<file path="src/core/accel_spi_pkg.sv">
package accel_spi_pkg;

  // Frame geometry
  localparam int FRAME_BITS = 16;
  localparam int BYTE_BITS  = 8;
  localparam int ADDR_BITS  = 6;
  localparam int AXES       = 3;
  localparam int SAMPLE_W   = 16;

  typedef logic [BYTE_BITS-1:0] byte_type;
  typedef logic [ADDR_BITS-1:0] addr_type;

  // Register map
  localparam addr_type ADDR_CONTROL = 6'h01;
  localparam addr_type ADDR_STATUS  = 6'h02;
  localparam addr_type ADDR_X_LOW   = 6'h04;
  localparam addr_type ADDR_X_HIGH  = 6'h05;
  localparam addr_type ADDR_Z_HIGH  = 6'h09;
  localparam addr_type ADDR_STEP    = 6'h01;

  // Reset values
  localparam byte_type CONTROL_RESET = 8'h00;
  localparam byte_type ZERO_BYTE     = 8'h00;

  // Fixed reply bits
  localparam logic FIXED_ZERO  = 1'b0;
  localparam logic FIXED_ONE   = 1'b1;
  localparam logic UNDEF_BIT   = 1'b0;

  // Bit counts within a byte
  localparam logic [2:0] BYTE_TOP    = 3'h7;
  localparam logic [2:0] BYTE_ALIGN  = 3'h0;

  // Command byte fields
  localparam int CMD_RW     = 1;
  localparam int CMD_ADDR_L = 2;

  // Pin synchroniser reset pattern {chip_select_low, sck, mosi}
  localparam logic [2:0] PIN_IDLE = 3'h4;

  typedef logic [AXES-1:0][SAMPLE_W-1:0] axis_set_type;
  typedef logic [AXES-1:0][BYTE_BITS-1:0] low_latch_type;

  typedef struct packed {
    logic power_reset_flag;
    logic selftest_fail_flag;
    logic saturation_flag;
  } sensor_flags_type;

  typedef struct packed {
    axis_set_type     axis;
    sensor_flags_type flags;
  } sensor_in_type;

endpackage

</file>
<file path="src/core/pin_sync.sv">
`timescale 1ns/1ns
module pin_sync
  import accel_spi_pkg::*;
#(
  parameter int               WIDTH       = 3,
  parameter logic [WIDTH-1:0] RESET_VALUE = '0
) (
  // Clock and reset
  input  wire logic             clk,
  input  wire logic             reset_n,
  // Pins in, synchronised out
  input  wire logic [WIDTH-1:0] async_in,
  output logic      [WIDTH-1:0] sync_out
);

  logic [WIDTH-1:0] stage_one;

  // Two flip-flops per pin; only the second stage is read
  always_ff @(posedge clk) begin
    if (!reset_n) begin
      stage_one <= RESET_VALUE;
      sync_out  <= RESET_VALUE;
    end else begin
      stage_one <= async_in;
      sync_out  <= stage_one;
    end
  end

endmodule

</file>
<file path="src/core/reply_select.sv">
`timescale 1ns/1ns
module reply_select
  import accel_spi_pkg::*;
(
  // Lookup request
  input  wire addr_type      out_addr,
  input  wire logic          burst,
  // Register contents
  input  wire axis_set_type  snapshot,
  input  wire low_latch_type latched_low,
  input  wire byte_type      control_setting,
  input  wire logic          frame_error_flag,
  // Selected byte
  output byte_type           read_data
);

  logic     in_axis_range;
  addr_type axis_offset;
  logic [1:0] axis_index;

  assign in_axis_range = (out_addr >= ADDR_X_LOW) && (out_addr <= ADDR_Z_HIGH);
  assign axis_offset   = out_addr - ADDR_X_LOW;
  assign axis_index    = axis_offset[2:1];

  always_comb begin
    read_data = ZERO_BYTE;
    if (in_axis_range) begin
      // High byte from frozen sample, low byte from latch
      if (out_addr[0] == ADDR_X_HIGH[0]) begin
        read_data = snapshot[axis_index][SAMPLE_W-1:BYTE_BITS];
      end else begin
        read_data = latched_low[axis_index];
      end
    end else if (burst) begin
      read_data = ZERO_BYTE;
    end else begin
      case (out_addr)
        ADDR_CONTROL: read_data = control_setting;
        ADDR_STATUS:  read_data = {{(BYTE_BITS-1){1'b0}}, frame_error_flag};
        default:      read_data = ZERO_BYTE;
      endcase
    end
  end

endmodule

</file>
<file path="src/core/accel_spi_frame.sv">
`timescale 1ns/1ns
// Behaviour
// A frame is sixteen bits, two bytes, while chip select is low.
// Sample input on clock rise, change output on clock fall, clock idles low.
// Frame starts on chip select fall and ends on its rise.
// Master sends six address bits, direction bit, then address parity first.
// Address, direction and parity bits together hold an odd count of ones.
// Second byte is write data on writes, ignored on reads.
// First reply byte: error, reset, self-test, saturation, fixed bits, parity.
// Fixed reply bits are zero then one to reveal a stuck line.
// Data parity bit is odd parity of the data byte sent.
// Second reply byte is register content, or old value on writes.
// Valid writes commit at chip select rise; invalid frames change nothing.
// Read data leaves most significant bit first.
// Reserved addresses read as zero.
// Output is released while chip select is high.
// Axis samples are sixteen bits split over two registers.
// Reading an axis high byte latches its low byte.
// Master reads the high byte before the low byte.
// X high at 05, X low at 04, control at 01.
// Continued clocks after a read step the address down every byte.
// Data parity only for the first data byte of a burst.
// Bursts cover axis registers only; X low wraps to Z high.
// Axis outputs are frozen while chip select is low.
// Short frames, non byte multiples, bad address parity flag an error.
// A read with bad address parity still reads but flags an error.
// Bit counter and shifters clear on every chip select fall.
// Reported error status changes only at frame end.
module accel_spi_frame
  import accel_spi_pkg::*;
#(
  parameter int COUNT_BITS = 8
) (
  // Clock and reset
  input  wire logic          clk,
  input  wire logic          reset_n,
  // Serial pins
  input  wire logic          chip_select_low,
  input  wire logic          sck,
  input  wire logic          mosi,
  output logic               miso_out,
  output logic               miso_oe,
  // Sensor side
  input  wire sensor_in_type sensor,
  output byte_type           control_setting,
  output logic               frame_error_flag
);

  localparam logic [COUNT_BITS-1:0] COUNT_MAX  = '1;
  localparam logic [COUNT_BITS-1:0] COUNT_ONE  = COUNT_BITS'(1);
  localparam logic [COUNT_BITS-1:0] COUNT_ADDR = COUNT_BITS'(ADDR_BITS);
  localparam logic [COUNT_BITS-1:0] COUNT_CMD  = COUNT_BITS'(BYTE_BITS);
  localparam logic [COUNT_BITS-1:0] COUNT_FULL = COUNT_BITS'(FRAME_BITS);

  logic [2:0]            pins_sync;
  logic                  cs_s;
  logic                  sck_s;
  logic                  mosi_s;
  logic                  cs_d;
  logic                  sck_d;
  logic                  frame_start;
  logic                  frame_end;
  logic                  sck_rise;
  logic                  sck_fall;
  logic [COUNT_BITS-1:0] bit_count;
  logic [COUNT_BITS-1:0] next_count;
  byte_type              cmd;
  byte_type              wdata;
  addr_type              out_addr;
  addr_type              next_addr;
  logic                  load_pulse;
  logic                  latch_pulse;
  logic                  is_read;
  logic                  bursting;
  byte_type              data_byte;
  byte_type              lookup_data;
  byte_type              status_byte;
  logic                  tx_bit;
  logic [2:0]            tx_index;
  axis_set_type          snapshot;
  low_latch_type         latched_low;
  logic                  count_ok;
  logic                  parity_ok;
  logic                  frame_good;

  pin_sync #(
    .WIDTH       (3),
    .RESET_VALUE (PIN_IDLE)
  ) u_pin_sync (
    .clk      (clk),
    .reset_n  (reset_n),
    .async_in ({chip_select_low, sck, mosi}),
    .sync_out (pins_sync)
  );

  assign cs_s   = pins_sync[2];
  assign sck_s  = pins_sync[1];
  assign mosi_s = pins_sync[0];

  // Edge detection on synchronised pins
  always_ff @(posedge clk) begin
    if (!reset_n) begin
      cs_d  <= 1'b1;
      sck_d <= 1'b0;
    end else begin
      cs_d  <= cs_s;
      sck_d <= sck_s;
    end
  end

  assign frame_start = cs_d && !cs_s;
  assign frame_end   = !cs_d && cs_s;
  assign sck_rise    = !sck_d && sck_s && !cs_s;
  assign sck_fall    = sck_d && !sck_s && !cs_s;

  assign next_count = (bit_count == COUNT_MAX) ? bit_count
                                               : bit_count + COUNT_ONE;
  assign is_read    = !cmd[CMD_RW];
  assign bursting   = bit_count >= COUNT_FULL;

  // Bit counter
  always_ff @(posedge clk) begin
    if (!reset_n) begin
      bit_count <= '0;
    end else if (frame_start) begin
      bit_count <= '0;
    end else if (sck_rise) begin
      bit_count <= next_count;
    end
  end

  // Command and write data shifters
  always_ff @(posedge clk) begin
    if (!reset_n) begin
      cmd   <= ZERO_BYTE;
      wdata <= ZERO_BYTE;
    end else if (frame_start) begin
      cmd   <= ZERO_BYTE;
      wdata <= ZERO_BYTE;
    end else if (sck_rise) begin
      if (bit_count < COUNT_CMD) begin
        cmd <= {cmd[BYTE_BITS-2:0], mosi_s};
      end else if (bit_count < COUNT_FULL) begin
        wdata <= {wdata[BYTE_BITS-2:0], mosi_s};
      end
    end
  end

  // Output address, decremented per byte in a burst
  assign next_addr = (out_addr == ADDR_X_LOW) ? ADDR_Z_HIGH
                                              : out_addr - ADDR_STEP;

  always_ff @(posedge clk) begin
    if (!reset_n) begin
      out_addr   <= '0;
      load_pulse <= 1'b0;
    end else begin
      load_pulse <= 1'b0;
      if (sck_rise && next_count == COUNT_ADDR) begin
        out_addr   <= {cmd[ADDR_BITS-2:0], mosi_s};
        load_pulse <= 1'b1;
      end else if (sck_rise && is_read && next_count > COUNT_FULL - COUNT_ONE
                   && next_count[2:0] == BYTE_ALIGN) begin
        out_addr   <= next_addr;
        load_pulse <= 1'b1;
      end
    end
  end

  reply_select u_reply_select (
    .out_addr         (out_addr),
    .burst            (bursting),
    .snapshot         (snapshot),
    .latched_low      (latched_low),
    .control_setting  (control_setting),
    .frame_error_flag (frame_error_flag),
    .read_data        (lookup_data)
  );

  // Data byte for the reply; old value also serves writes
  always_ff @(posedge clk) begin
    if (!reset_n) begin
      data_byte <= ZERO_BYTE;
    end else if (frame_start) begin
      data_byte <= ZERO_BYTE;
    end else if (load_pulse) begin
      data_byte <= lookup_data;
    end
  end

  // Freeze samples while the frame is open
  always_ff @(posedge clk) begin
    if (!reset_n) begin
      snapshot <= '0;
    end else if (cs_s) begin
      snapshot <= sensor.axis;
    end
  end

  // High byte read latches the low byte of the same axis
  assign latch_pulse = sck_rise
                       && ((next_count == COUNT_CMD && !cmd[0])
                           || (bursting && is_read
                               && bit_count[2:0] == BYTE_ALIGN));

  genvar g;
  generate
    for (g = 0; g < AXES; g++) begin : g_latch
      localparam addr_type HIGH_ADDR = ADDR_X_HIGH + addr_type'(2 * g);
      always_ff @(posedge clk) begin
        if (!reset_n) begin
          latched_low[g] <= ZERO_BYTE;
        end else if (latch_pulse && out_addr == HIGH_ADDR) begin
          latched_low[g] <= snapshot[g][BYTE_BITS-1:0];
        end
      end
    end
  endgenerate

  // Status byte, sent first
  assign status_byte = {UNDEF_BIT,
                        frame_error_flag,
                        sensor.flags.power_reset_flag,
                        sensor.flags.selftest_fail_flag,
                        sensor.flags.saturation_flag,
                        FIXED_ZERO,
                        FIXED_ONE,
                        ~^data_byte};

  assign tx_index = BYTE_TOP - bit_count[2:0];
  assign tx_bit   = (bit_count < COUNT_CMD) ? status_byte[tx_index]
                                            : data_byte[tx_index];

  // Serial output changes on falling clock
  always_ff @(posedge clk) begin
    if (!reset_n) begin
      miso_out <= 1'b0;
    end else if (frame_start) begin
      miso_out <= UNDEF_BIT;
    end else if (sck_fall) begin
      miso_out <= tx_bit;
    end
  end

  always_ff @(posedge clk) begin
    if (!reset_n) begin
      miso_oe <= 1'b0;
    end else begin
      miso_oe <= !cs_s;
    end
  end

  // Frame check at chip select rise
  assign count_ok   = (bit_count >= COUNT_FULL)
                      && (bit_count[2:0] == BYTE_ALIGN);
  assign parity_ok  = ^cmd;
  assign frame_good = count_ok && parity_ok;

  always_ff @(posedge clk) begin
    if (!reset_n) begin
      frame_error_flag <= 1'b0;
    end else if (frame_end) begin
      frame_error_flag <= !frame_good;
    end
  end

  always_ff @(posedge clk) begin
    if (!reset_n) begin
      control_setting <= CONTROL_RESET;
    end else if (frame_end && frame_good && cmd[CMD_RW]
                 && cmd[BYTE_BITS-1:CMD_ADDR_L] == ADDR_CONTROL) begin
      control_setting <= wdata;
    end
  end

  // Checks
  property p_release_idle;
    @(posedge clk) disable iff (!reset_n)
      $rose(cs_s) |=> !miso_oe;
  endproperty
  a_release_idle: assert property (p_release_idle)
    else $error("miso driven after chip select rise");

  property p_fixed_zero;
    @(posedge clk) disable iff (!reset_n)
      (sck_fall && bit_count == 8'(5)) |=> !miso_out;
  endproperty
  a_fixed_zero: assert property (p_fixed_zero)
    else $error("fixed zero bit not zero");

  property p_fixed_one;
    @(posedge clk) disable iff (!reset_n)
      (sck_fall && bit_count == 8'(6)) |=> miso_out;
  endproperty
  a_fixed_one: assert property (p_fixed_one)
    else $error("fixed one bit not one");

  property p_data_parity;
    @(posedge clk) disable iff (!reset_n)
      (sck_fall && bit_count == 8'(7)) |=> (miso_out == ~^data_byte);
  endproperty
  a_data_parity: assert property (p_data_parity)
    else $error("data parity bit wrong");

  property p_msb_first;
    @(posedge clk) disable iff (!reset_n)
      (sck_fall && bit_count == COUNT_CMD) |=> (miso_out == data_byte[7]);
  endproperty
  a_msb_first: assert property (p_msb_first)
    else $error("data not sent msb first");

  property p_short_frame;
    @(posedge clk) disable iff (!reset_n)
      (frame_end && bit_count < COUNT_FULL) |=> frame_error_flag;
  endproperty
  a_short_frame: assert property (p_short_frame)
    else $error("short frame not flagged");

  property p_commit_only_at_end;
    @(posedge clk) disable iff (!reset_n)
      $changed(control_setting) |-> $past(frame_end && frame_good);
  endproperty
  a_commit_only_at_end: assert property (p_commit_only_at_end)
    else $error("control changed outside a valid frame end");

  property p_frozen;
    @(posedge clk) disable iff (!reset_n)
      !$past(cs_s) |-> $stable(snapshot);
  endproperty
  a_frozen: assert property (p_frozen)
    else $error("samples changed while frame open");

  property p_counter_clear;
    @(posedge clk) disable iff (!reset_n)
      frame_start |=> (bit_count == '0);
  endproperty
  a_counter_clear: assert property (p_counter_clear)
    else $error("bit counter not cleared at frame start");

  property p_error_at_end;
    @(posedge clk) disable iff (!reset_n)
      $changed(frame_error_flag) |-> $past(frame_end);
  endproperty
  a_error_at_end: assert property (p_error_at_end)
    else $error("frame error changed outside frame end");

  property p_cover_write;
    @(posedge clk) disable iff (!reset_n)
      frame_end && frame_good && cmd[CMD_RW];
  endproperty
  c_cover_write: cover property (p_cover_write);

  property p_cover_burst;
    @(posedge clk) disable iff (!reset_n)
      frame_end && frame_good && bit_count > COUNT_FULL;
  endproperty
  c_cover_burst: cover property (p_cover_burst);

  property p_cover_error;
    @(posedge clk) disable iff (!reset_n)
      frame_end && !parity_ok;
  endproperty
  c_cover_error: cover property (p_cover_error);

endmodule

</file>
<file path="config.mk">
export PLATFORM = sky130hd
export DESIGN_NAME = accel_spi_frame
export DESIGN_NICKNAME = d
export VERILOG_FILES = /design/src/core/accel_spi_pkg.sv /design/src/core/pin_sync.sv /design/src/core/reply_select.sv /design/src/core/accel_spi_frame.sv
export SDC_FILE = /design/constraint.sdc
export NUM_CORES = 1
export LEC_CHECK = 0
export BUFFER_PORTS_ARGS = -buffer_cell sky130_fd_sc_hd__buf_4
export CAP_MARGIN = 5
export CORE_ASPECT_RATIO = 2
export CORE_UTILIZATION = 50
export CTS_BUF_LIST = sky130_fd_sc_hd__clkbuf_8
export DETAILED_ROUTE_END_ITERATION = 10
export PLACE_DENSITY = 0.7
export SLEW_MARGIN = 0
export SYNTH_ARGS = -nofsm -noshare
export SYNTH_HDL_FRONTEND = slang
export SYNTH_SLANG_ARGS = --single-unit
</file>
<file path="constraint.sdc">
create_clock -name clk -period 2.7 [get_ports clk]
set_input_delay 0.405 -clock clk [delete_from_list [all_inputs] [get_ports clk]]
set_output_delay 0.405 -clock clk [all_outputs]
set_load 0.02 [all_outputs]
</file>
# Word-level counts from Yosys, hierarchy flattened
# Cells that the tools add are included.
dict set report word_totals {
  ff_bits 130
  latch_bits 0
  mem_bits_rw 0
  rom_bits 0
  inputBits 56
  out_inout_bits 11
  word_cells 102
  memories 0
}
dict set report classes {
  addsub 4
  multipliers 0
  n_div 0
  magnitude_cmp 8
  eq_ne 10
  shifts 0
  mux 19
  bitwise 2
  reduce_logical 39
}
# cell n
set ops {}
lappend ops {{8-bit two-way mux} 5}
lappend ops {{16-bit binary-select mux with 2-bit select} 1}
lappend ops {{1-bit logical AND} 23}
lappend ops {{6-bit by 3-bit equality test with 1-bit output, second input constant} 3}
lappend ops {{6-bit two-way mux} 3}
lappend ops {{8-bit binary-select mux with 2-bit select} 1}
lappend ops {{16-bit two-way mux} 1}
lappend ops {{8-bit case mux with 2 select lines} 1}
lappend ops {{6-bit by 1-bit equality test with 1-bit output, second input constant} 2}
lappend ops {{8-bit by 1-bit adder with 8-bit output, second input constant} 1}
lappend ops {{8-bit by 3-bit equality test with 1-bit output, second input constant} 1}
lappend ops {{8-bit by 4-bit equality test with 1-bit output, second input constant} 1}
lappend ops {{8-bit equality test, second input constant} 1}
lappend ops {{8-bit by 5-bit greater-or-equal comparator with 1-bit output, second input constant} 1}
lappend ops {{8-bit by 4-bit > comparator with 1-bit output, second input constant} 1}
lappend ops {{8-bit by 4-bit < comparator with 1-bit output, second input constant} 1}
lappend ops {{8-bit by 5-bit < comparator with 1-bit output, second input constant} 1}
lappend ops {{8-bit XNOR reduction} 1}
lappend ops {{8-bit parity} 1}
lappend ops {{1-bit logical NOT} 7}
lappend ops {{1-bit binary-select mux with 3-bit select} 2}
lappend ops {{6-bit by 2-bit equality test with 1-bit output, second input constant} 1}
lappend ops {{6-bit by 4-bit equality test with 1-bit output, second input constant} 1}
lappend ops {{6-bit by 3-bit greater-or-equal comparator with 1-bit output, second input constant} 1}
lappend ops {{other kinds (14)} 20}

# Longest topological paths before layout
# Gate-level depths: netlist of run 1.
dict set report logic_depth {
  depth_word 8
  depth_mapped 10
  depth_no_buf 8
}

# By module
# From an unflattened synthesis of run 1, not the netlist that was laid out.
dict set report unflattened {
  hier_cells 649
  area_unflattened_um2 6094.6
}
# module instances cells_each area_each_um2 seq_area_each_um2
set modules_own_cells {}
lappend modules_own_cells {accel_spi_frame 1 564 5400.2 2482.4}
lappend modules_own_cells {reply_select 1 73 536.8 0.0}
lappend modules_own_cells {pin_sync 1 12 157.7 120.1}

# Worst setup path after synthesis of run 1
# OpenSTA, ideal clock, no wires.
dict set report synth_timing {
  kind {reg2reg}
  start {register bit_count[1]}
  end {register out_addr[3]}
  setup_ps 74
  t_arrival_ps 2234
  required_time_ps 2626
  path_slack_ps 391
  stages_incl_launch_ff 10
  path_buffers 2
  synth_period_minus_slack_ps 2309
  cell_sequence {dfxtp_1 > buf_1 > inv_1 > ha_1 > a2111o_1 > nand2b_1 > a21o_1 > clkbuf_1 > a311o_1 > a31oi_1}
}
dict set report synth_via {
  elab_chain_cells 6
  elab_cells_between_ends 11
  classes_between {add/sub (1); order compare (1); eq/ne (2); mux (2); reduce/logical (5)}
}
# item line_no
set synth_lines {}
lappend synth_lines {{from (decl)} accel_spi_frame.sv:65} ;# logic [COUNT_BITS-1:0] bit_count;
lappend synth_lines {{from (signal assigned)} accel_spi_frame.sv:128} ;# bit_count <= next_count;
lappend synth_lines {{8-bit by 1-bit adder with 8-bit output or 8-bit equality test (tied branches)} {accel_spi_frame.sv:117, accel_spi_frame.sv:116}}
lappend synth_lines {{8-bit two-way mux *} accel_spi_frame.sv:116} ;# assign next_count = (bit_count == COUNT_MAX) ? bit_count
lappend synth_lines {{8-bit by 4-bit > comparator with 1-bit output} accel_spi_frame.sv:162} ;# end else if (sck_rise && is_read && next_count > COUNT_FULL - COUNT_ONE
lappend synth_lines {{1-bit logical AND} accel_spi_frame.sv:162}
lappend synth_lines {{1-bit logical AND} accel_spi_frame.sv:163} ;# && next_count[2:0] == BYTE_ALIGN) begin
lappend synth_lines {{2-bit nonzero test (no line)} -}
lappend synth_lines {{to (signal assigned)} accel_spi_frame.sv:160} ;# out_addr <= {cmd[ADDR_BITS-2:0], mosi_s};
lappend synth_lines {{to (signal assigned)} accel_spi_frame.sv:164} ;# out_addr <= next_addr;
lappend synth_lines {{to (decl)} accel_spi_frame.sv:69} ;# addr_type out_addr;
# Every way passes the cells marked *; elsewhere a longest branch is shown, timed or not.
# A chain may end at the register's enable or synchronous reset.

# Final worst setup path of run 1
dict set report layout_timing {
  start {register bit_count[0]}
  end {register latched_low[16] (netlist bit)}
}
dict set report layout_via {
  elab_chain_cells 7
  elab_cells_between_ends 12
  classes_between {add/sub (1); order compare (1); eq/ne (2); mux (1); reduce/logical (7)}
}
# item line_no
set layout_lines {}
lappend layout_lines {{8-bit by 1-bit adder with 8-bit output or 8-bit equality test (tied branches)} {accel_spi_frame.sv:117, accel_spi_frame.sv:116}}
lappend layout_lines {{8-bit two-way mux} accel_spi_frame.sv:116}
lappend layout_lines {{8-bit by 4-bit equality test with 1-bit output} accel_spi_frame.sv:202} ;# && ((next_count == COUNT_CMD && !cmd[0])
lappend layout_lines {{1-bit logical AND} accel_spi_frame.sv:202}
lappend layout_lines {{1-bit logical OR *} accel_spi_frame.sv:203} ;# || (bursting && is_read
lappend layout_lines {{1-bit logical AND *} accel_spi_frame.sv:202}
lappend layout_lines {{1-bit logical AND *} accel_spi_frame.sv:213} ;# end else if (latch_pulse && out_addr == HIGH_ADDR) begin
lappend layout_lines {{to (signal, indexed assignment)} accel_spi_frame.sv:214} ;# latched_low[g] <= snapshot[g][BYTE_BITS-1:0];
lappend layout_lines {{to (decl)} accel_spi_frame.sv:81} ;# low_latch_type latched_low;
# Marked as above.

==> qor.yml, run 1 <==
cts:
  clk_pin_slew_worst_paths_ps: 80
  clkSinkCount: 130
  ctsHoldBuffers: 0
  postCtsSetupBuffers: 0
  clk_path_buf_depth: 2
  cts-root-buf: "clkbuf_8"
  cts-resized-gates: 0
  htreeDepth: 4
  cts_inserted_buffers: 17
  clock_latency_ps: 440
  cts_tree: "done"
setup_path:
  path_cells: "ha_1 -> o211a_1 -> a2111o_1 -> nor2_1 -> nand4_2 -> a21oi_4 -> mux2i_1"
  cp.arrival_ps: 2890
  crit_start: "bit_count[0]$_SDFFE_PP0P_"
  crit_required_ps: 3060
  end_kind: "flip-flop"
  crit_end: "latched_low[16]$_SDFFE_PN0P_"
  rrSetupSlack_ps: 170
  worstSetupPathType: "reg -> reg"
  cp_slowest_cell: "a21oi_4"
  r2r-start: "bit_count[0]$_SDFFE_PP0P_"
  cpPeakStageDelay_ps: 430
  critPathMaxFanout: 9
  r2r_end: "latched_low[16]$_SDFFE_PN0P_"
  r2r_cells: 7
  crit_path_start_kind: "flip-flop"
routing:
  vias: 4679
  post_drt_via_cell_ratio: 5.531
  wire_per_inst_um: 15.95
  first_pass_iters: 5
  drc: 0
  antenna_left: 0
  finalWirelength_um: 13490
  first_iter_violations: 187
final_layout:
  finalNetCount: 756
  syn_to_final_growth_pct: 17.65
  diodes: 0
  utilization_pct: 60.58
  drive_gt1_share_pct: 19.60
  instances_no_fill: 846
timing:
  fin_tns_setup_ps: 0
  min_period_over_period_pct: 93.67
  rsz0062_at_grt: "no"
  fin_ws_ps: 170.9
  maxSlewHeadroom_pct: 46.19
  clock.fmax_mhz: 395.4
  period_needed_ps: 2529
  final_max_slew_viol_count: 0
  final-setup-viol-count: 0
  tightest_slew_ps: 807.2
  fin_worst_skew_ps: 9.953
  finalHoldViolCount: 0
  timing.hold.ws_ps: 146.0
yosys:
  synth.top_cell.area_share_pct: 44.51
  ys.flop_type: "dfxtp_1"
  syn_area_um2: 5847
  synth_edf_count: 0
  yosysMostFrequentCell: "dfxtp_1"
  yosys-top-cells-area: "dfxtp_1 45%, mux2i_1 14%, nand2_1 6.0%, nor2_1 5.6%, mux4_2 3.9%"
  seq_area_frac_synth_pct: 44.51
  synthArstFlopShare_pct: 0
  yosysTopAreaCell: "dfxtp_1"
  syn_nets: 697
  synthTopCellsByCount: "130 x dfxtp_1, 94 x nand2_1, 88 x nor2_1"
  syn_inst: 632
  syn_area_per_cell_um2: 9.251
  ys_types: 48
  yosys_warnings: 0
  synth_seq_cells: 130
run:
  cap_viol_max_count: 0
global_route:
  grt_first_pass_wirelength_um: 22560
  grt_antenna_before_repair: 0
  grt_use_total_pct: 23.98
  grt-ovfl-total: 0
  grt_pass1_vias: 4697
  grt_max_degree: 58
die:
  start_util_pct: 51.49
  core-area_um2: 11350
  die_w_um: 78.47
  pin_count: 67
  num_rows: 55
  dieHeight_um: 154.9
  die_area_um2: 12160
pwr:
  p_leak_nw: 2.840
  power_per_cell_area_nw_per_um2: 561.8
  irDropWorstVdd_mv: 0.5200
place:
  dpl.hpwl_um: 10040
  place.gp.congestion: 0.9098
  numPortBuffers: 66
  dpl_worst_slack_ps: 175.6
  place_inst: 814
worst_hold_path:
  hold_path_class: "in -> reg"
outcome:
  status: "complete, no violations"
## layout make-up
class	instances	area (um^2)
fillers	981	4476
clock buffers	19	261.5
well taps	142	177.7
repair buffers	79	605.6
multi-input cells	446	3032
clock inverters	13	135.1
flip-flops and latches	130	2604
inverters	17	63.81
## flip-flops by register name, summed over array words and instances, names as in the netlist
signal,cells
snapshot,48
latched_low,24
bit_count,8
cmd,8
control_setting,8
data_byte,8
wdata,8
out_addr,6
u_pin_sync.stage_one,3
u_pin_sync.sync_out,3
cs_d,1
frame_error_flag,1
load_pulse,1
miso_oe,1
miso_out,1
sck_d,1
## metal layers
layer  GRT usage, %  routed length (um)  vias up  part of all wire (%)
li1               -                   -     2305                     -
met1          25.34                5149     2225                    38
met2          43.86                7424      112                    55
met3          4.282                 408       37                   3.0
met4          13.32                 510        0                   3.8
met5              0                   0        -                     0
## where the power goes
group | switching [W] | internal [W] | leakage, nW
logic | 0.0000970 | 0.000108 | 1.58
clock network | 0.000791 | 0.000867 | 0.196
registers | 0.0000342 | 0.00197 | 1.06
total | 0.000923 | 0.00294 | 2.84
## placed cells by master, fill, tap and decap left out, drive strengths merged, types with 4 or more instances in the layout
cell type / n
and2: 7
inv: 20
a211oi: 9
nand3: 9
o21ai: 8
mux4: 10
mux2: 8
nor3b: 4
a22oi: 9
clkinv: 4
nand4: 7
xnor2: 13
buf: 79
nand2b: 4
a21oi: 38
nor2: 88
ha: 9
clkbuf: 19
nand2: 94
a31oi: 5
and3: 5
mux2i: 83
nor3: 7
clkinvlp: 4
dfxtp: 130
## per-stage QoR
step	area (um^2)	power (W)
finish	6879	0.003864
CTS	6879	0.003893
global route	6879	0.004004
global placement	6482	0.002244
floorplan	5847	0.002146
detailed placement	6482	0.002252
## critical path, delay by kind of cell, from the launching register on
kind | cells | cell delay [ps]
adder cells (fa/ha/maj) | 1 | 340
flip-flops | 1 | 380
AO/OA/AOI/OAI | 3 | 1090
AND/OR/NAND/NOR | 2 | 370
multiplexers | 1 | 250
## kinds of logic (layout without fill, tap and decap cells)
logic type / after synthesis / count (layout) / synth area share (%)
simple gates: 235 / 235 / 17.91
flops: 130 / 130 / 44.51
mux: 101 / 101 / 19.60
compound gates: 85 / 85 / 9.951
buf+inv: 56 / 128 / 3.702
xor+xnor: 16 / 16 / 2.397
fa+ha+maj: 9 / 9 / 1.926
## worst min-delay path by stage
stage / start / endpoint / cells after the start
3_5_place_dp: u_pin_sync.stage_one[2]$_SDFF_PN1_ / u_pin_sync.sync_out[2]$_SDFF_PN1_ / 1
5_1_grt: chip_select_low / u_pin_sync.stage_one[2]$_SDFF_PN1_ / 2
2_1_floorplan: u_pin_sync.stage_one[2]$_SDFF_PN1_ / u_pin_sync.sync_out[2]$_SDFF_PN1_ / 1
6_report: chip_select_low / u_pin_sync.stage_one[2]$_SDFF_PN1_ / 2
3_3_place_gp: u_pin_sync.stage_one[2]$_SDFF_PN1_ / u_pin_sync.sync_out[2]$_SDFF_PN1_ / 1
4_1_cts: chip_select_low / u_pin_sync.stage_one[2]$_SDFF_PN1_ / 2
Note: power is estimated with default switching activity, not from simulation.
==> run 2, diff against run 1 <==
--- a/config.mk
+++ b/config.mk
@@ -5,13 +5,12 @@
 export SDC_FILE = /design/constraint.sdc
 export NUM_CORES = 1
 export LEC_CHECK = 0
-export BUFFER_PORTS_ARGS = -buffer_cell sky130_fd_sc_hd__buf_4
 export CAP_MARGIN = 5
 export CORE_ASPECT_RATIO = 2
 export CORE_UTILIZATION = 50
 export CTS_BUF_LIST = sky130_fd_sc_hd__clkbuf_8
 export DETAILED_ROUTE_END_ITERATION = 10
-export PLACE_DENSITY = 0.7
+export DONT_BUFFER_PORTS = 1
 export SLEW_MARGIN = 0
 export SYNTH_ARGS = -nofsm -noshare
 export SYNTH_HDL_FRONTEND = slang
==> run 2 against run 1 <==
  * Setup slack better by 17 ps
  * Critical endpoint is now latched_low[1]$_SDFFE_PN0P_
  * Clock skew down 1.3 ps
  * Combinational power down 38%
  * Largest cell class unchanged
  * Global-route usage up 0.17 points
  * Die area unchanged
  * Fmax up 0.67%
  * Final cell count down 7.6%
  * Highest routed layer unchanged
  * Sequential share of layout area up 2.7 points
  * Clock power down 4%
  * Register-to-register slack better by 20 ps
==> qor.yml, run 2 (synthesized netlist as in run 1, its figures left out) <==
place:
  dpl.hpwl_um: 9913  # -1.2%
  place.gp.congestion: 0.8753  # -3.8%
  numPortBuffers: 0  # -100%
pwr:
  p_leak_nw: 2.526  # -11%
  combPwrFrac_pct: 3.4  # -1.9 points
  power_per_cell_area_nw_per_um2: 581.2  # +3.5%
  power_frac_seq_pct: 53.6  # +1.8 points
  swShare_pct: 24.60  # +0.73 points
  intPower_w: 0.002814  # -4.4%
  p_switching_w: 0.0009179  # -0.50%
  irDropWorstVdd_mv: 0.4784  # -8.0%
  p_clk_share_pct: 43.0  # about the same
setup_path:
  crit_start: "bit_count[0]$_SDFFE_PP0P_"
  rrSetupSlack_ps: 190  # +20 ps
  critPathMaxFanout: 9  # unchanged
  r2r_cells: 8  # +1
  r2r-start: "bit_count[0]$_SDFFE_PP0P_"
  cp.arrival_ps: 2880  # about the same
  end_kind: "flip-flop"
  crit_end: "latched_low[1]$_SDFFE_PN0P_"
  r2r_end: "latched_low[1]$_SDFFE_PN0P_"
  crit_required_ps: 3060  # about the same
  worstSetupPathType: "reg -> reg"
  crit_path_start_kind: "flip-flop"
cts:
  cts_tree: "done"
  ctsHoldBuffers: 0  # unchanged
  clk_path_buf_depth: 2  # unchanged
  htreeDepth: 4  # unchanged
  cts-resized-gates: 0  # unchanged
  clock_latency_ps: 440  # about the same
  cts_inserted_buffers: 17  # unchanged
  clkSinkCount: 130  # unchanged
  cts-root-buf: "clkbuf_8"
  clk_pin_slew_worst_paths_ps: 70  # about the same
routing:
  drt-met1-wl_um: 5167  # +0.35%
  antenna_left: 0  # unchanged
  first_pass_iters: 5  # unchanged
  top_layer_used: "met4"
  post_drt_via_cell_ratio: 5.625  # +1.7%
  met2WireLength_um: 7451  # +0.36%
  vias: 4399  # -6.0%
  route.met3.wl_um: 480  # +18%
  first_iter_violations: 193  # +3.2%
  finalWirelength_um: 13650  # +1.2%
  wire_per_inst_um: 17.46  # +9.5%
  drc: 0  # unchanged
global_route:
  grt_use_total_pct: 24.16  # +0.17 points
  grt_pass1_vias: 4531  # -3.5%
  grt_antenna_before_repair: 0  # unchanged
  grt_max_degree: 64  # +10%
  grt_first_pass_wirelength_um: 22380  # -0.80%
  grt-ovfl-total: 0  # unchanged
outcome:
  status: "complete, no violations"
final_layout:
  regMostFlops: "snapshot"
  reg.largest.list: "snapshot: 48 flops, latched_low: 24 flops"
  finalNetCount: 693  # -8.3%
  layout_common_cells: "129 x dfxtp_1, 94 x nand2_1, 88 x nor2_1, 83 x mux2i_1, 35 x a21oi_1"
  utilization_pct: 56.54  # -4.0 points
  syn_to_final_growth_pct: 9.801
  largest_reg_flops: 48  # unchanged
  diodes: 0  # unchanged
  final_common_cell: "dfxtp_1"
  drive_gt1_share_pct: 11.72  # -7.9 points
timing:
  min_period_over_period_pct: 93.05  # -0.63 points
  rsz0062_at_grt: "no"
  final_max_slew_viol_count: 0  # unchanged
  tightest_slew_ps: 797.7  # -9.480 ps
  finalHoldViolCount: 0  # unchanged
  final-setup-viol-count: 0  # unchanged
  clock.fmax_mhz: 398.1  # +0.67%
  fin_worst_skew_ps: 8.643  # -1.310 ps
  period_needed_ps: 2512  # -16.91 ps
  maxSlewHeadroom_pct: 46.82  # +0.63 points
  fin_tns_setup_ps: 0  # unchanged
die:
  start_util_pct: 51.49  # unchanged
  pin_count: 67  # unchanged
  dieHeight_um: 154.9  # unchanged
  die_w_um: 78.47  # unchanged
  num_rows: 55  # unchanged
  die_area_um2: 12160  # unchanged
  core-area_um2: 11350  # unchanged
run:
  cap_viol_max_count: 0  # unchanged
worst_hold_path:
  hold_path_class: "in -> reg"
  hold_path_startpoint: "reset_n"
run 2: worst min-delay path by stage:
stage,depth (start not counted),end
after floorplan,1,u_pin_sync.sync_out[2]$_SDFF_PN1_
after global placement,1,u_pin_sync.sync_out[2]$_SDFF_PN1_
after detailed placement,1,u_pin_sync.sync_out[2]$_SDFF_PN1_
after CTS,1,u_pin_sync.sync_out[2]$_SDFF_PN1_
after global routing,1,u_pin_sync.sync_out[2]$_SDFF_PN1_
final,1,u_pin_sync.sync_out[2]$_SDFF_PN1_
run 2: worst max-delay path, stage by stage, from the launching register on:
cell and delay (ps):
dfxtp_1 380, ha_1 340, o211a_1 250, a2111o_1 440, nor2_1 160, nand4_2 260
a21oi_4 260, buf_12 150, mux2i_1 200
run 2: area by class of cell:
cell class	count	area, um^2
fillers	1049	4935
multi-input cells	446	3032
flip-flops and latches	130	2604
clock buffers	19	261.5
well taps	142	177.7
repair buffers	16	157.7
clock inverters	12	123.9
inverters	17	63.81
run 2: routing by layer:
layer,vias to the layer above,GRT usage (%)
met4,0,13.76
met2,107,45.28
met1,2076,24.10
met5,-,0
met3,33,4.751
li1,2183,-
run 2: metrics by stage:
step	setup WS [ps]	hold WS (ps)	total power (W)	cell area, um^2	cells
global route	30.98	47.14	0.003875	6420	782
detailed placement	134.6	395.4	0.002173	5974	748
floorplan	391.4	386.3	0.002146	5847	632
finish	187.8	61.70	0.003732	6420	782
CTS	127.7	34.60	0.003768	6360	779
global placement	287.7	388.6	0.002167	5974	748
run 2: power by group through the flow:
stage | Combinational, W | Sequential, W | Clock, W
after floorplan | 0.000117 | 0.00203 | 0
after global placement | 0.000124 | 0.00204 | 0
after detailed placement | 0.000128 | 0.00204 | 0
after CTS | 0.000129 | 0.00200 | 0.00164
after global routing | 0.000142 | 0.00200 | 0.00173
final | 0.000127 | 0.00200 | 0.00160
run 2: what timing repair did:
action,4_1_cts,5_1_grt
setup buffers,0,3
endpoints found under the hold margin,0,0
setup endpoints to repair,0,19
==> run 3, diff against run 2 <==
--- a/config.mk
+++ b/config.mk
@@ -5,6 +5,7 @@
 export SDC_FILE = /design/constraint.sdc
 export NUM_CORES = 1
 export LEC_CHECK = 0
+export ABC_AREA = 1
 export CAP_MARGIN = 5
 export CORE_ASPECT_RATIO = 2
 export CORE_UTILIZATION = 50
==> run 3 against run 2 <==
  * Clock power rose by 14%
  * Critical path type unchanged
  * Largest cell class unchanged
  * Total power grew 6.4%
  * Via count grew 27%
  * Sequential power barely moved
  * Clock skew increased by 5.1 ps
  * Die area is 6.5% higher
==> qor.yml, run 3 <==
cts:
  ctsHoldBuffers: 0  # unchanged
  clkSinkCount: 130  # unchanged
  clock_latency_ps: 440  # about the same
  clk_pin_slew_worst_paths_ps: 80  # about the same
  cts-resized-gates: 0  # unchanged
  cts_tree: "done"
  postCtsSetupBuffers: 0  # unchanged
  htreeDepth: 4  # unchanged
  cts-root-buf: "clkbuf_8"
  cts_inserted_buffers: 17  # unchanged
  clk_path_buf_depth: 2  # unchanged
place:
  dpl-instance-area_um2: 6330  # +5.9%
  place.gp.congestion: 0.9481  # +8.3%
  numPortBuffers: 0  # unchanged
  dpl.hpwl_um: 12460  # +26%
  place_inst: 1003  # +34%
yosys:
  synth.top_cell.area_share_pct: 41.73  # -2.8 points
  ys_types: 31  # -35%
  yosysTopAreaCell: "dfxtp_1"
  yosysMostFrequentCell: "nand2_1"
  yosys-top-cells-area: "dfxtp_1 42%, nand2_1 8.6%, nand3_1 8.3%, o21ai_0 7.6%, inv_1 7.2%"
  syn_area_per_cell_um2: 7.064  # -24%
  yosys_warnings: 0  # unchanged
  seq_area_frac_synth_pct: 41.73  # -2.8 points
  ys.flop_type: "dfxtp_1"
  synth_seq_cells: 130  # unchanged
  synthArstFlopShare_pct: 0  # unchanged
  syn_nets: 948  # +36%
  synthTopCellsByCount: "143 x nand2_1, 130 x dfxtp_1, 119 x inv_1"
  syn_inst: 883  # +40%
  synth_edf_count: 0  # unchanged
  syn_area_um2: 6237  # +6.7%
timing:
  fin_tns_setup_ps: 0  # unchanged
  period_needed_ps: 2204  # -308.1 ps
  finalHoldViolCount: 0  # unchanged
  min_period_over_period_pct: 81.63  # -11 points
  final_max_slew_viol_count: 0  # unchanged
  rsz0062_at_grt: "no"
  timing.hold.ws_ps: 67.50  # +5.800 ps
  maxSlewHeadroom_pct: 32.88  # -14 points
  tightest_slew_ps: 1006  # +207.9 ps
  final-setup-viol-count: 0  # unchanged
  fin_worst_skew_ps: 13.77  # +5.124 ps
  clock.fmax_mhz: 453.7  # +14%
die:
  dieHeight_um: 160.0  # +3.2%
  die_area_um2: 12950  # +6.5%
  pin_count: 67  # unchanged
  num_rows: 57  # +3.6%
  die_w_um: 80.98  # +3.2%
  core-area_um2: 12120  # +6.8%
  start_util_pct: 51.44  # about the same
final_layout:
  largest_reg_flops: 48  # unchanged
  regMostFlops: "snapshot"
  instances_no_fill: 1035  # +32%
  syn_to_final_growth_pct: 8.526
  layout_common_cells: "143 x nand2_1, 129 x dfxtp_1, 120 x inv_1, 105 x nor2_1, 103 x nand3_1"
  drive_gt1_share_pct: 9.583  # -2.1 points
  final_common_cell: "nand2_1"
  finalNetCount: 940  # +36%
  reg.largest.list: "snapshot: 48 flops, latched_low: 24 flops"
  final_cell_area_um2: 6769  # +5.4%
routing:
  antenna_left: 0  # unchanged
  first_pass_iters: 5  # unchanged
  first_iter_violations: 199  # +3.1%
  vias: 5576  # +27%
  finalWirelength_um: 16300  # +19%
  post_drt_via_cell_ratio: 5.387  # -4.2%
  drc: 0  # unchanged
  wire_per_inst_um: 15.74  # -9.8%
global_route:
  grt_pass1_vias: 5603  # +24%
  grt_first_pass_wirelength_um: 26450  # +18%
  grt_use_total_pct: 27.11  # +2.9 points
  grt_max_degree: 89  # +39%
  grt_antenna_before_repair: 1  # +1
  grt-ovfl-total: 0  # unchanged
pwr:
  swShare_pct: 23.49  # -1.1 points
  combPwrFrac_pct: 3.7  # +0.3 points
  p_clk_share_pct: 46.2  # +3.2 points
  irDropWorstVdd_mv: 0.4518  # -5.5%
  power_per_cell_area_nw_per_um2: 586.8  # +0.96%
  p_switching_w: 0.0009331  # +1.7%
  intPower_w: 0.003039  # +8.0%
  p_leak_nw: 2.952  # +17%
  power_frac_seq_pct: 50.1  # -3.5 points
run:
  cap_viol_max_count: 0  # unchanged
setup_path:
  crit_family: "simple AND/OR/NAND/NOR gates"
  crit_required_ps: 3030  # -30 ps
  cp.arrival_ps: 2530  # -350 ps
  cpPeakStageDelay_ps: 380  # -60 ps
  path_cells: "ha_1 -> nand2_1 -> nor2_4 -> nand3_1 -> nand2_1 -> nand3_2 -> nor2_1 -> nand2_2 -> nand2_4 -> buf_12 -> nand3_1 -> nand2_1 -> nor2_1"
  rrSetupSlack_ps: 500  # +310 ps
  cpMostUsedCell: "nand2_1"
  crit_cells: 13  # +5
  r2r_cells: 13  # +5
  crit_buf_inv: 1  # unchanged
  critPathMaxFanout: 23  # +14
  cp_slowest_cell: "dfxtp_1"
  crit_path_start_kind: "flip-flop"
  end_kind: "flip-flop"
  worstSetupPathType: "reg -> reg"
worst_hold_path:
  min_path_cells: 1  # unchanged
  hold_path_class: "in -> reg"
outcome:
  status: "complete, no violations"
-- run 3: cell types whose count changed after synthesis, sizes merged, moves of 20 or more --
cell / previous run / this run
a21oi: 38 / 58
o21ai: 8 / 96
nor2: 88 / 112
inv: 17 / 121
mux2i: 83 / 0
o211ai: 0 / 20
nand2: 94 / 148
nand3: 9 / 104
-- run 3: worst paths after layout --
path	from	to
worst min register to register	u_pin_sync.stage_one[2]$_SDFF_PN1_	u_pin_sync.sync_out[2]$_SDFF_PN1_
worst max-delay path	bit_count[0]$_SDFFE_PP0P_	latched_low[7]$_SDFFE_PN0P_
worst max register to register	bit_count[0]$_SDFFE_PP0P_	latched_low[7]$_SDFFE_PN0P_
worst min-delay path	chip_select_low	u_pin_sync.stage_one[2]$_SDFF_PN1_
-- run 3: kinds of logic (layout without fill, tap and decap cells) --
logic type / Yosys count / in the layout / synth area share (%)
xor gates and xnor gates: 13 / 13 / 1.825
adders and majority gates: 9 / 9 / 1.805
and+or+nand+nor: 387 / 387 / 27.30
DFF: 130 / 130 / 41.73
AOI/OAI and AO/OA: 177 / 177 / 16.27
other: 0 / 1 / 0
buffers and inverters: 167 / 171 / 11.07
-- run 3: worst reg2reg max path, stage by stage, from the launching register on --
cell	delay, ps
dfxtp_1	380
ha_1	240
nand2_1	130
nor2_4	170
nand3_1	90
nand2_1	130
nand3_2	110
nor2_1	120
nand2_2	70
nand2_4	240
buf_12	220
nand3_1	90
nand2_1	60
nor2_1	40
-- run 3: power by group through the flow --
stage / Clock [W] / Combinational [W] / Sequential [W]
after CTS: 0.00188 / 0.000150 / 0.00199
after global placement: 0 / 0.000147 / 0.00203
after detailed placement: 0 / 0.000149 / 0.00204
after global routing: 0.00196 / 0.000171 / 0.00200
after floorplan: 0 / 0.000126 / 0.00203
final: 0.00183 / 0.000148 / 0.00199
-- run 3: metrics by stage --
stage | power, W | setup slack (ps) | utilization [%]
after floorplan | 0.002154 | 846.4 | -
after global placement | 0.002181 | 540.7 | 52.21
after detailed placement | 0.002184 | 503.8 | 52.21
after CTS | 0.004016 | 479.2 | 55.81
after global routing | 0.004124 | 257.7 | 55.83
final | 0.003972 | 495.9 | 55.83
-- run 3: area by class of cell --
| cell class | count | area, um^2 |
|---|---|---|
| Sequential cell | 130 | 2604 |
| Multi-Input combinational cell | 586 | 2944 |
| Timing Repair Buffer | 16 | 132.6 |
| Inverter | 124 | 465.4 |
| Tap cell | 147 | 183.9 |
| Clock inverter | 14 | 202.7 |
| Clock buffer | 17 | 234.0 |
| Fill cell | 1181 | 5355 |
| Antenna cell | 1 | 2.502 |
-- run 3: metal layers --
layer,global-route usage (%),part of all wire (%),vias to the layer above
li1,-,-,2839
met4,20.29,6.8,0
met5,0,0,-
met1,26.38,37,2550
met2,48.78,54,131
met3,4.343,2.9,56
